--- config.mk ---
export PLATFORM = sky130hd
export DESIGN_NAME = tmcf_top
export DESIGN_NICKNAME = d
export VERILOG_FILES = /design/src/pkg/tmcf_pkg.sv /design/src/hw/tmcf_flash.sv /design/src/hw/tmcf_top.sv
export SDC_FILE = /design/constraint.sdc
export NUM_CORES = 1
export LEC_CHECK = 0
export BUFFER_PORTS_ARGS = -buffer_cell sky130_fd_sc_hd__buf_2
export CORE_ASPECT_RATIO = 1.25
export CORE_MARGIN = 2
export CORE_UTILIZATION = 42
export DETAILED_ROUTE_END_ITERATION = 12
export GPL_ROUTABILITY_DRIVEN = 0
export GPL_TIMING_DRIVEN = 0
export PLACE_DENSITY = 0.81
export SLEW_MARGIN = 5
export SYNTH_ARGS = -nofsm -noshare
export SYNTH_HDL_FRONTEND = slang
export SYNTH_HIERARCHICAL = 1
export SYNTH_SLANG_ARGS = --single-unit
--- constraint.sdc ---
create_clock -name pclk -period 2.34 [get_ports pclk]
set_input_delay 0.351 -clock pclk [delete_from_list [all_inputs] [get_ports pclk]]
set_output_delay 0.351 -clock pclk [all_outputs]
set_load 0.05 [all_outputs]
--- src/pkg/tmcf_pkg.sv ---
// constants, codes and register map of the test mode contact forcing block
`default_nettype none

package tmcf_pkg;

  // ----------------------------------------------------------------
  // sizes
  // ----------------------------------------------------------------
  localparam int unsigned NUM_FIN  = 8;
  localparam int unsigned NUM_FOUT = 8;
  localparam int unsigned NUM_TRIG = 32;
  localparam int unsigned NUM_REM  = 32;
  localparam int unsigned NUM_SIN  = 32;
  localparam int unsigned NUM_SOUT = 64;
  localparam int unsigned SEL_W    = 5;
  localparam int unsigned ADDR_W   = 8;
  localparam int unsigned SYNC_W   = 24;

  // ----------------------------------------------------------------
  // register byte offsets
  // ----------------------------------------------------------------
  localparam logic [7:0] REG_CTRL      = 8'h00;
  localparam logic [7:0] REG_STATUS    = 8'h04;
  localparam logic [7:0] REG_IN_FORCE  = 8'h08;
  localparam logic [7:0] REG_OUT_FORCE = 8'h0C;
  localparam logic [7:0] REG_IN_STATE  = 8'h10;
  localparam logic [7:0] REG_OUT_STATE = 8'h14;
  localparam logic [7:0] REG_REM_DEF   = 8'h18;
  localparam logic [7:0] REG_REM_STATE = 8'h1C;
  localparam logic [7:0] REG_SOFT_IN   = 8'h20;
  localparam logic [7:0] REG_SOFT_OLO  = 8'h24;
  localparam logic [7:0] REG_SOFT_OHI  = 8'h28;

  // ----------------------------------------------------------------
  // fields and reset values
  // ----------------------------------------------------------------
  localparam int unsigned CTRL_EN_BIT    = 0;
  localparam int unsigned CTRL_CONST_BIT = 1;
  localparam int unsigned CTRL_SEL_LSB   = 8;
  localparam int unsigned STAT_ACT_BIT   = 0;
  localparam int unsigned OST_DRV_LSB    = 0;
  localparam int unsigned OST_VDET_LSB   = 8;
  localparam int unsigned OST_IDET_LSB   = 16;
  localparam int unsigned MODE_TEST_BIT  = 1;

  localparam logic             CTRL_EN_RST    = 1'b0;
  localparam logic             CTRL_CONST_RST = 1'b1;
  localparam logic [SEL_W-1:0] CTRL_SEL_RST   = 5'h00;
  localparam logic [15:0]      FORCE_RST      = 16'h0000;
  localparam logic [31:0]      REM_DEF_RST    = 32'h00000000;
  localparam logic [7:0]       FORM_A_MASK    = 8'h0F;

  // ----------------------------------------------------------------
  // force codes
  // ----------------------------------------------------------------
  localparam logic [1:0] IN_FORCE_OFF     = 2'h0;
  localparam logic [1:0] IN_FORCE_OPEN    = 2'h1;
  localparam logic [1:0] IN_FORCE_CLOSED  = 2'h2;
  localparam logic [1:0] OUT_FORCE_OFF    = 2'h0;
  localparam logic [1:0] OUT_FORCE_ENERG  = 2'h1;
  localparam logic [1:0] OUT_FORCE_DEENRG = 2'h2;
  localparam logic [1:0] OUT_FORCE_FREEZE = 2'h3;

  // ----------------------------------------------------------------
  // timing
  // ----------------------------------------------------------------
  localparam int unsigned CLK_HZ         = 100_000_000;
  localparam int unsigned FLASH_HALF_MS  = 250;
  localparam int unsigned FLASH_HALF_CYC = FLASH_HALF_MS * (CLK_HZ / 1000);
  localparam int unsigned FLASH_CNT_W    = 25;

  // ----------------------------------------------------------------
  // test mode states
  // ----------------------------------------------------------------
  typedef enum logic [1:0] {
    TMCF_IDLE = 2'b01,
    TMCF_TEST = 2'b10
  } tmcf_mode_e;

endpackage

`default_nettype wire

--- src/hw/tmcf_flash.sv ---
// flashing pattern generator for the test indicator
`default_nettype none

module tmcf_flash #(
  parameter int unsigned HALF_CYC = tmcf_pkg::FLASH_HALF_CYC
) (
  input  wire logic pclk,
  input  wire logic presetn,
  input  wire logic run,
  output var  logic lamp
);

  typedef struct packed {
    logic [tmcf_pkg::FLASH_CNT_W-1:0] cnt;
    logic                             lamp;
  } tmcf_flash_s;

  localparam logic [tmcf_pkg::FLASH_CNT_W-1:0] LAST =
    tmcf_pkg::FLASH_CNT_W'(HALF_CYC - 1);

  tmcf_flash_s r;
  tmcf_flash_s n;

  // ----------------------------------------------------------------
  // lamp toggles every half period, lit one cycle after run rises
  // ----------------------------------------------------------------
  always_comb
  begin
    n = r;
    if (!run)
    begin
      n.cnt  = '0;
      n.lamp = 1'b0;
    end
    else if (r.cnt == '0)
    begin
      n.cnt  = LAST;
      n.lamp = ~r.lamp;
    end
    else
    begin
      n.cnt = r.cnt - 1'b1;
    end
  end

  always_ff @(posedge pclk or negedge presetn)
  begin
    if (!presetn)
      r <= '0;
    else
      r <= n;
  end

  assign lamp = r.lamp;

endmodule

`default_nettype wire

--- src/hw/tmcf_top.sv ---
// test mode controller with contact input and output forcing, apb registers
`default_nettype none

// Notes on behaviour
// - test mode only while enable is set and selected trigger is one
// - constant-on trigger starts test mode when enable goes from off to on
// - operand trigger, enable set, starts test mode when operand becomes one
// - test indicator flashes while test mode is active
// - all other logic runs normally; only contacts change behaviour
// - every field input and output has its own independent force setting
// - input with force off follows its sensed terminal during test mode
// - input forced open reports zero for the whole test mode
// - input forced closed reports one for the whole test mode
// - with all input forces off, inputs behave as in normal operation
// - output with force off follows its command: one operates, zero resets
// - energized output is driven closed for the whole test mode
// - de-energized output is driven open for the whole test mode
// - frozen output holds the state it had just before test mode
// - reported status uses one for on and zero for off
// - remote inputs report point state, or programmed default when offline
// - form-C outputs report only on/off; form-A adds detector states
// - report the 64 soft outputs as their equations give them
// - report the 32 soft inputs
module tmcf_top #(
  parameter int unsigned FLASH_HALF_CYC = tmcf_pkg::FLASH_HALF_CYC
) (
  input  wire logic                           pclk,
  input  wire logic                           presetn,
  input  wire logic [tmcf_pkg::ADDR_W-1:0]    paddr,
  input  wire logic                           psel,
  input  wire logic                           penable,
  input  wire logic                           pwrite,
  input  wire logic [31:0]                    pwdata,
  input  wire logic [3:0]                     pstrb,
  output var  logic                           pready,
  output var  logic [31:0]                    prdata,
  output var  logic                           pslverr,
  input  wire logic [tmcf_pkg::NUM_FIN-1:0]   field_input_pin,
  input  wire logic [tmcf_pkg::NUM_FOUT-1:0]  volt_det_pin,
  input  wire logic [tmcf_pkg::NUM_FOUT-1:0]  curr_det_pin,
  input  wire logic [tmcf_pkg::NUM_TRIG-1:0]  trig_operand,
  input  wire logic [tmcf_pkg::NUM_FOUT-1:0]  out_command,
  input  wire logic [tmcf_pkg::NUM_REM-1:0]   remote_point,
  input  wire logic [tmcf_pkg::NUM_REM-1:0]   remote_online,
  input  wire logic [tmcf_pkg::NUM_SIN-1:0]   soft_input,
  input  wire logic [tmcf_pkg::NUM_SOUT-1:0]  soft_output,
  output var  logic [tmcf_pkg::NUM_FIN-1:0]   field_input_state,
  output var  logic [tmcf_pkg::NUM_FOUT-1:0]  field_output_drive,
  output var  logic                           test_active,
  output var  logic                           test_indicator
);

  typedef struct packed {
    tmcf_pkg::tmcf_mode_e             mode;
    logic                             ctrl_en;
    logic                             ctrl_const;
    logic [tmcf_pkg::SEL_W-1:0]       ctrl_sel;
    logic [15:0]                      in_force;
    logic [15:0]                      out_force;
    logic [31:0]                      rem_def;
    logic [tmcf_pkg::SYNC_W-1:0]      sync1;
    logic [tmcf_pkg::SYNC_W-1:0]      sync2;
    logic [tmcf_pkg::SYNC_W-1:0]      sync3;
    logic [tmcf_pkg::SYNC_W-1:0]      filt;
    logic [tmcf_pkg::NUM_FIN-1:0]     in_rep;
    logic [tmcf_pkg::NUM_FOUT-1:0]    out_drv;
    logic [tmcf_pkg::NUM_FOUT-1:0]    frozen;
    logic [31:0]                      prdata;
    logic                             pready;
    logic                             pslverr;
  } tmcf_top_s;

  tmcf_top_s r;
  tmcf_top_s n;

  logic                          trig;
  logic [tmcf_pkg::NUM_REM-1:0]  rem_state;

  // ----------------------------------------------------------------
  // helpers
  // ----------------------------------------------------------------
  function automatic logic [1:0] field2(input logic [15:0] v, input int unsigned i);
    field2 = v[2*i +: 2];
  endfunction

  function automatic logic in_force_apply(input logic act, input logic [1:0] code,
                                          input logic sensed);
    in_force_apply = sensed;
    if (act && code == tmcf_pkg::IN_FORCE_OPEN)
      in_force_apply = 1'b0;
    else if (act && code == tmcf_pkg::IN_FORCE_CLOSED)
      in_force_apply = 1'b1;
  endfunction

  function automatic logic out_force_apply(input logic act, input logic [1:0] code,
                                           input logic cmd, input logic held);
    out_force_apply = cmd;
    if (act)
    begin
      unique case (code)
        tmcf_pkg::OUT_FORCE_OFF:    out_force_apply = cmd;
        tmcf_pkg::OUT_FORCE_ENERG:  out_force_apply = 1'b1;
        tmcf_pkg::OUT_FORCE_DEENRG: out_force_apply = 1'b0;
        tmcf_pkg::OUT_FORCE_FREEZE: out_force_apply = held;
      endcase
    end
  endfunction

  function automatic logic [31:0] merge_strb(input logic [31:0] old, input logic [31:0] wd,
                                             input logic [3:0] strb);
    merge_strb = old;
    for (int b = 0; b < 4; b++)
    begin
      if (strb[b])
        merge_strb[8*b +: 8] = wd[8*b +: 8];
    end
  endfunction

  function automatic logic reg_mapped(input logic [tmcf_pkg::ADDR_W-1:0] a);
    reg_mapped = (a == tmcf_pkg::REG_CTRL)      || (a == tmcf_pkg::REG_STATUS)   ||
                 (a == tmcf_pkg::REG_IN_FORCE)  || (a == tmcf_pkg::REG_OUT_FORCE) ||
                 (a == tmcf_pkg::REG_IN_STATE)  || (a == tmcf_pkg::REG_OUT_STATE) ||
                 (a == tmcf_pkg::REG_REM_DEF)   || (a == tmcf_pkg::REG_REM_STATE) ||
                 (a == tmcf_pkg::REG_SOFT_IN)   || (a == tmcf_pkg::REG_SOFT_OLO)  ||
                 (a == tmcf_pkg::REG_SOFT_OHI);
  endfunction

  // ----------------------------------------------------------------
  // trigger and remote input resolution
  // ----------------------------------------------------------------
  assign trig      = r.ctrl_const ? 1'b1 : trig_operand[r.ctrl_sel];
  assign rem_state = (remote_online & remote_point) | (~remote_online & r.rem_def);

  // ----------------------------------------------------------------
  // next state
  // ----------------------------------------------------------------
  always_comb
  begin
    logic        go;
    logic        act_n;
    logic        entering;
    logic [7:0]  hold;
    logic [31:0] rd;
    logic [31:0] wv;
    go       = 1'b0;
    act_n    = 1'b0;
    entering = 1'b0;
    hold     = '0;
    rd       = '0;
    wv       = '0;
    n        = r;

    // test mode sequencing
    go = r.ctrl_en & trig;
    unique case (r.mode)
      tmcf_pkg::TMCF_IDLE:
      begin
        if (go)
          n.mode = tmcf_pkg::TMCF_TEST;
      end
      tmcf_pkg::TMCF_TEST:
      begin
        if (!go)
          n.mode = tmcf_pkg::TMCF_IDLE;
      end
      default: n.mode = tmcf_pkg::TMCF_IDLE;
    endcase
    act_n    = (n.mode == tmcf_pkg::TMCF_TEST);
    entering = act_n && (r.mode != tmcf_pkg::TMCF_TEST);

    // pin synchroniser and agreement filter
    n.sync1 = {curr_det_pin, volt_det_pin, field_input_pin};
    n.sync2 = r.sync1;
    n.sync3 = r.sync2;
    for (int i = 0; i < tmcf_pkg::SYNC_W; i++)
    begin
      if (r.sync2[i] == r.sync3[i])
        n.filt[i] = r.sync3[i];
    end

    // contact inputs
    for (int i = 0; i < tmcf_pkg::NUM_FIN; i++)
    begin
      n.in_rep[i] = in_force_apply(act_n, field2(r.in_force, i), r.filt[i]);
    end

    // contact outputs, freeze captured on entry
    hold = entering ? r.out_drv : r.frozen;
    if (entering)
      n.frozen = r.out_drv;
    for (int i = 0; i < tmcf_pkg::NUM_FOUT; i++)
    begin
      n.out_drv[i] = out_force_apply(act_n, field2(r.out_force, i), out_command[i],
                                     hold[i]);
    end

    // apb: data prepared in setup, presented in the access cycle
    n.pready  = psel && !penable;
    n.prdata  = '0;
    n.pslverr = 1'b0;
    if (psel && !penable)
    begin
      n.pslverr = !reg_mapped(paddr);
      unique case (paddr)
        tmcf_pkg::REG_CTRL:
        begin
          rd[tmcf_pkg::CTRL_EN_BIT]                         = r.ctrl_en;
          rd[tmcf_pkg::CTRL_CONST_BIT]                      = r.ctrl_const;
          rd[tmcf_pkg::CTRL_SEL_LSB +: tmcf_pkg::SEL_W]     = r.ctrl_sel;
        end
        tmcf_pkg::REG_STATUS:    rd[tmcf_pkg::STAT_ACT_BIT] = r.mode[tmcf_pkg::MODE_TEST_BIT];
        tmcf_pkg::REG_IN_FORCE:  rd[15:0] = r.in_force;
        tmcf_pkg::REG_OUT_FORCE: rd[15:0] = r.out_force;
        tmcf_pkg::REG_IN_STATE:  rd[7:0]  = r.in_rep;
        tmcf_pkg::REG_OUT_STATE:
        begin
          rd[tmcf_pkg::OST_DRV_LSB +: 8]  = r.out_drv;
          rd[tmcf_pkg::OST_VDET_LSB +: 8] = r.filt[15:8] & tmcf_pkg::FORM_A_MASK;
          rd[tmcf_pkg::OST_IDET_LSB +: 8] = r.filt[23:16] & tmcf_pkg::FORM_A_MASK;
        end
        tmcf_pkg::REG_REM_DEF:   rd = r.rem_def;
        tmcf_pkg::REG_REM_STATE: rd = rem_state;
        tmcf_pkg::REG_SOFT_IN:   rd = soft_input;
        tmcf_pkg::REG_SOFT_OLO:  rd = soft_output[31:0];
        tmcf_pkg::REG_SOFT_OHI:  rd = soft_output[63:32];
        default:                 rd = '0;
      endcase
      n.prdata = rd;
    end

    // writes take effect at the completing access edge
    if (psel && penable && r.pready && pwrite)
    begin
      unique case (paddr)
        tmcf_pkg::REG_CTRL:
        begin
          wv = merge_strb({16'h0000, 3'h0, r.ctrl_sel, 6'h00, r.ctrl_const, r.ctrl_en},
                          pwdata, pstrb);
          n.ctrl_en    = wv[tmcf_pkg::CTRL_EN_BIT];
          n.ctrl_const = wv[tmcf_pkg::CTRL_CONST_BIT];
          n.ctrl_sel   = wv[tmcf_pkg::CTRL_SEL_LSB +: tmcf_pkg::SEL_W];
        end
        tmcf_pkg::REG_IN_FORCE:
        begin
          wv         = merge_strb({16'h0000, r.in_force}, pwdata, pstrb);
          n.in_force = wv[15:0];
        end
        tmcf_pkg::REG_OUT_FORCE:
        begin
          wv          = merge_strb({16'h0000, r.out_force}, pwdata, pstrb);
          n.out_force = wv[15:0];
        end
        tmcf_pkg::REG_REM_DEF:   n.rem_def = merge_strb(r.rem_def, pwdata, pstrb);
        default:                 n.rem_def = r.rem_def;
      endcase
    end
  end

  always_ff @(posedge pclk or negedge presetn)
  begin
    if (!presetn)
    begin
      r            <= '0;
      r.mode       <= tmcf_pkg::TMCF_IDLE;
      r.ctrl_en    <= tmcf_pkg::CTRL_EN_RST;
      r.ctrl_const <= tmcf_pkg::CTRL_CONST_RST;
      r.ctrl_sel   <= tmcf_pkg::CTRL_SEL_RST;
      r.in_force   <= tmcf_pkg::FORCE_RST;
      r.out_force  <= tmcf_pkg::FORCE_RST;
      r.rem_def    <= tmcf_pkg::REM_DEF_RST;
    end
    else
    begin
      r <= n;
    end
  end

  // ----------------------------------------------------------------
  // indicator
  // ----------------------------------------------------------------
  tmcf_flash #(
    .HALF_CYC (FLASH_HALF_CYC)
  ) u_flash (
    .pclk    (pclk),
    .presetn (presetn),
    .run     (r.mode[tmcf_pkg::MODE_TEST_BIT]),
    .lamp    (test_indicator)
  );

  // ----------------------------------------------------------------
  // outputs; soft paths are untouched by test mode
  // ----------------------------------------------------------------
  assign pready             = r.pready;
  assign prdata             = r.prdata;
  assign pslverr            = r.pslverr;
  assign field_input_state  = r.in_rep;
  assign field_output_drive = r.out_drv;
  assign test_active        = r.mode[tmcf_pkg::MODE_TEST_BIT];

  logic is_act;
  assign is_act = (r.mode == tmcf_pkg::TMCF_TEST);
endmodule

`default_nettype wire

==> impl_metrics.json <==
{
  "numClockSinks": 221,
  "synth-main-ff-cell": "dfrtp_1",
  "syn_area_um2": 10700,
  "synthDistinctLibCells": 76,
  "grt_max_degree": 100,
  "syn2layout_area_growth_pct": 34.9,
  "final_nets": 1638,
  "clkLatencyLatePin_ns": 0.53,
  "die_area_um2": 26900,
  "period_share": 1.12,
  "status": "finished with violations",
  "synth-seq-cells": 221,
  "synth_top_area_share": 0.510,
  "chipHeight_um": 183,
  "worstPathMaxFanout": 6,
  "yosysTopAreaCell": "dfrtp_1",
  "async_reset_ff_frac": 1.00,
  "final_layout_size_suffix_gt1_frac": 0.443,
  "cts_buffer_depth": 3,
  "cp-end-kind": "flop",
  "hold_ws_ns": 0.0517,
  "grt_util_all_layers": 0.281,
  "cp-start-kind": "flop",
  "cap_violations": 0,
  "ant_nets": 0,
  "p_total_w": 0.00914,
  "ioPinCount": 325,
  "port_buffers": 314,
  "grt_overflow_total": 0,
  "skew_ns": 0.0120,
  "start_util": 0.426,
  "cts_inserted_buffers": 24,
  "wirelength_um": 39200,
  "power.density_nw_per_um2": 631,
  "worstSetupPathType": "reg -> reg",
  "hold_viol": 0,
  "die_w_um": 147,
  "grt_pass1_wl_um": 57300,
  "dr.pass1.iters": 6,
  "setup_viol": 16,
  "setup_ws_ns": -0.292,
  "synth_cells": 986,
  "violations": "setup timing",
  "finalMaxSlewViolations": 0,
  "rows": 65,
  "relSlewSlack": 0.342,
  "remaining_drc_errors": 0,
  "dp_hpwl_um": 28400,
  "syn_nets": 1262,
  "clk_pin_slew_ns": 0.07,
  "power_leakage_nw": 7.15,
  "vias_per_cell": 5.71,
  "peakVddDrop_uv": 528,
  "hp-class": "in -> reg",
  "min_period_ns": 2.63,
  "fmax_mhz": 380,
  "core_area_um2": 25200,
  "arrival_ns": 3.01,
  "avgSynthCellArea_um2": 10.9,
  "htreeDepth": 1,
  "cts_root_buf": "clkbuf_16",
  "wl_per_cell_um": 22.8,
  "vias": 9803,
  "rsz0062_at_grt": "yes",
  "synth_area_leaders": "dfrtp_1 51%, mux2_2 8.6%, a21oi_1 4.1%",
  "grt_antenna_before_repair": 3,
  "cts_tree": "built",
  "post-route-util": 0.575,
  "grt_pass1_vias": 10000,
  "drt_iter0_drc": 696,
  "ys_warn_count": 6,
  "required_ns": 2.72,
  "synth-edff-count": 0,
  "synth_seq_area_share": 0.515,
  "worst_slew_pin_slew_ns": 0.978
}
## cells in the mapped netlist (4+ instances only)
library cell	number
mux2_2	82
or3_1	5
o31ai_1	8
nor4_1	6
a21oi_1	89
nand2_1	91
a221oi_1	4
nor2b_1	4
a222oi_1	18
a211oi_1	5
buf_4	53
nand3_1	35
inv_1	33
a31oi_1	8
or2_2	5
mux2i_1	23
and2_1	5
maj3_1	16
o311ai_1	8
buf_2	7
mux4_2	4
dfrtp_1	219
xor2_1	6
o21ai_0	47
xnor2_1	5
nor2_1	42
clkbuf_1	26
nand2b_1	7
a22oi_1	22
o22a_1	11
or4_1	7
buf_1	6
nor3_1	5
nand4_1	5
## area by class of cell
cell class / count / area, um^2
clock inverters: 12 / 188
diodes: 3 / 7.51
inverters: 33 / 124
well taps: 335 / 419
plain buffers: 90 / 627
multi-input cells: 637 / 4830
repair buffers: 355 / 2080
fillers: 2098 / 10700
clock buffers: 32 / 682
flip-flops and latches: 221 / 5540
## critical path: stages (launching register included)
cell and delay, ns:
dfrtp_1 0.42, buf_6 0.15, buf_6 0.11, mux2i_2 0.14, a22oi_2 0.22, a311oi_2 0.15
or2_1 0.25, buf_6 0.15, o41a_4 0.54, buf_12 0.17, nand3_2 0.09, o311ai_4 0.10
## layer usage
metal | GRT usage | up-vias | routed length (um)
li1 | - | 4325 | -
met1 | 0.330 | 4797 | 14400
met4 | 0.136 | 0 | 1980
met3 | 0.0488 | 115 | 3140
met2 | 0.500 | 566 | 19700
met5 | 0 | - | 0
## state kept, by name, summed over array words and instances, names as in the netlist, 8 cells and up
| register | flops |
|---|---|
| r | 112 |
| n | 32 |
| prdata | 32 |
| field_output_drive | 8 |
| field_input_state | 8 |
| u_flash/r | 25 |
## final timing paths
path / start / end / slack, ns / depth (start not counted)
max in group asynchronous: presetn / test_active / 1.13 / 3
min in group asynchronous: presetn / n[83] / 0.35 / 2
hold reg to reg: n[110] / n[86] / 0.35 / 0
setup / recovery: r[219] / field_input_state[2] / -0.29 / 11
setup reg to reg: r[219] / field_input_state[2] / -0.29 / 11
hold / removal: out_command[0] / field_output_drive[0] / 0.05 / 2
## placed cells by master (no fill, tap or decap), types with 5 or more instances in the layout
cell           instances
buf_6                  9
mux2i_1               22
buf_12                 7
nand2_1               91
buf_2                321
or4_1                  7
xor2_1                 6
o21ai_0               40
inv_1                 33
nand2b_1               6
clkinv_2               6
a21oi_2                6
or3_1                  5
a22oi_1               21
o311ai_1               5
o21ai_1                8
nor2_1                38
buf_4                 60
nand4_1                5
or2_2                  5
clkbuf_16             26
a31oi_1                8
o31ai_1                7
clkbuf_2               9
dlygate4sd3_1         17
a21oi_1               85
dfrtp_1              218
nand3_1               27
bufinv_16              5
nand3_2                8
a222oi_1              18
xnor2_1                5
a211oi_1               5
clkbuf_1              14
o22a_1                11
mux2_2                81
maj3_1                16
## per-stage QoR
step | instances | TNS, ns | cell area [um^2] | setup slack (ns)
final | 1718 | -4.20 | 14500 | -0.292
after global routing | 1717 | -5.41 | 14500 | -0.356
after CTS | 1712 | -3.55 | 14300 | -0.272
after detailed placement | 1638 | -89.09 | 12800 | -1.28
after global placement | 1635 | -712.32 | 12800 | -3.57
after floorplan | 986 | -3.34 | 10800 | -0.0996
## cells by family (layout without fill, tap and decap cells)
kind of cell             Yosys count  count (layout)  synth area share
adder cells (fa/ha/maj)           19              19            0.0184
flip-flops                       221             221             0.515
multiplexers                     111             111             0.121
buffers and inverters            128             522            0.0661
AO/OA/AOI/OAI                    252             252             0.157
other                              0               3                 0
XOR/XNOR                          11              11           0.00896
AND/OR/NAND/NOR                  244             244             0.114
## repair_timing
item / CTS / global route
resized for setup: 58 / 37
hold buffers: 17 / 0
setup endpoints to repair: 122 / 94
setup buffers: 18 / 4
endpoints found under the hold margin: 74 / 0
gates cloned: 0 / 1
pin swaps: 17 / 14
## report_power, final
group          leakage, nW  switching, W  total (W)  internal, W
Combinational         3.89      0.000545   0.000936     0.000391
Sequential            2.83     0.0000794    0.00401      0.00393
Clock                0.429       0.00160    0.00419      0.00260
(Power assumes the default switching activity.)
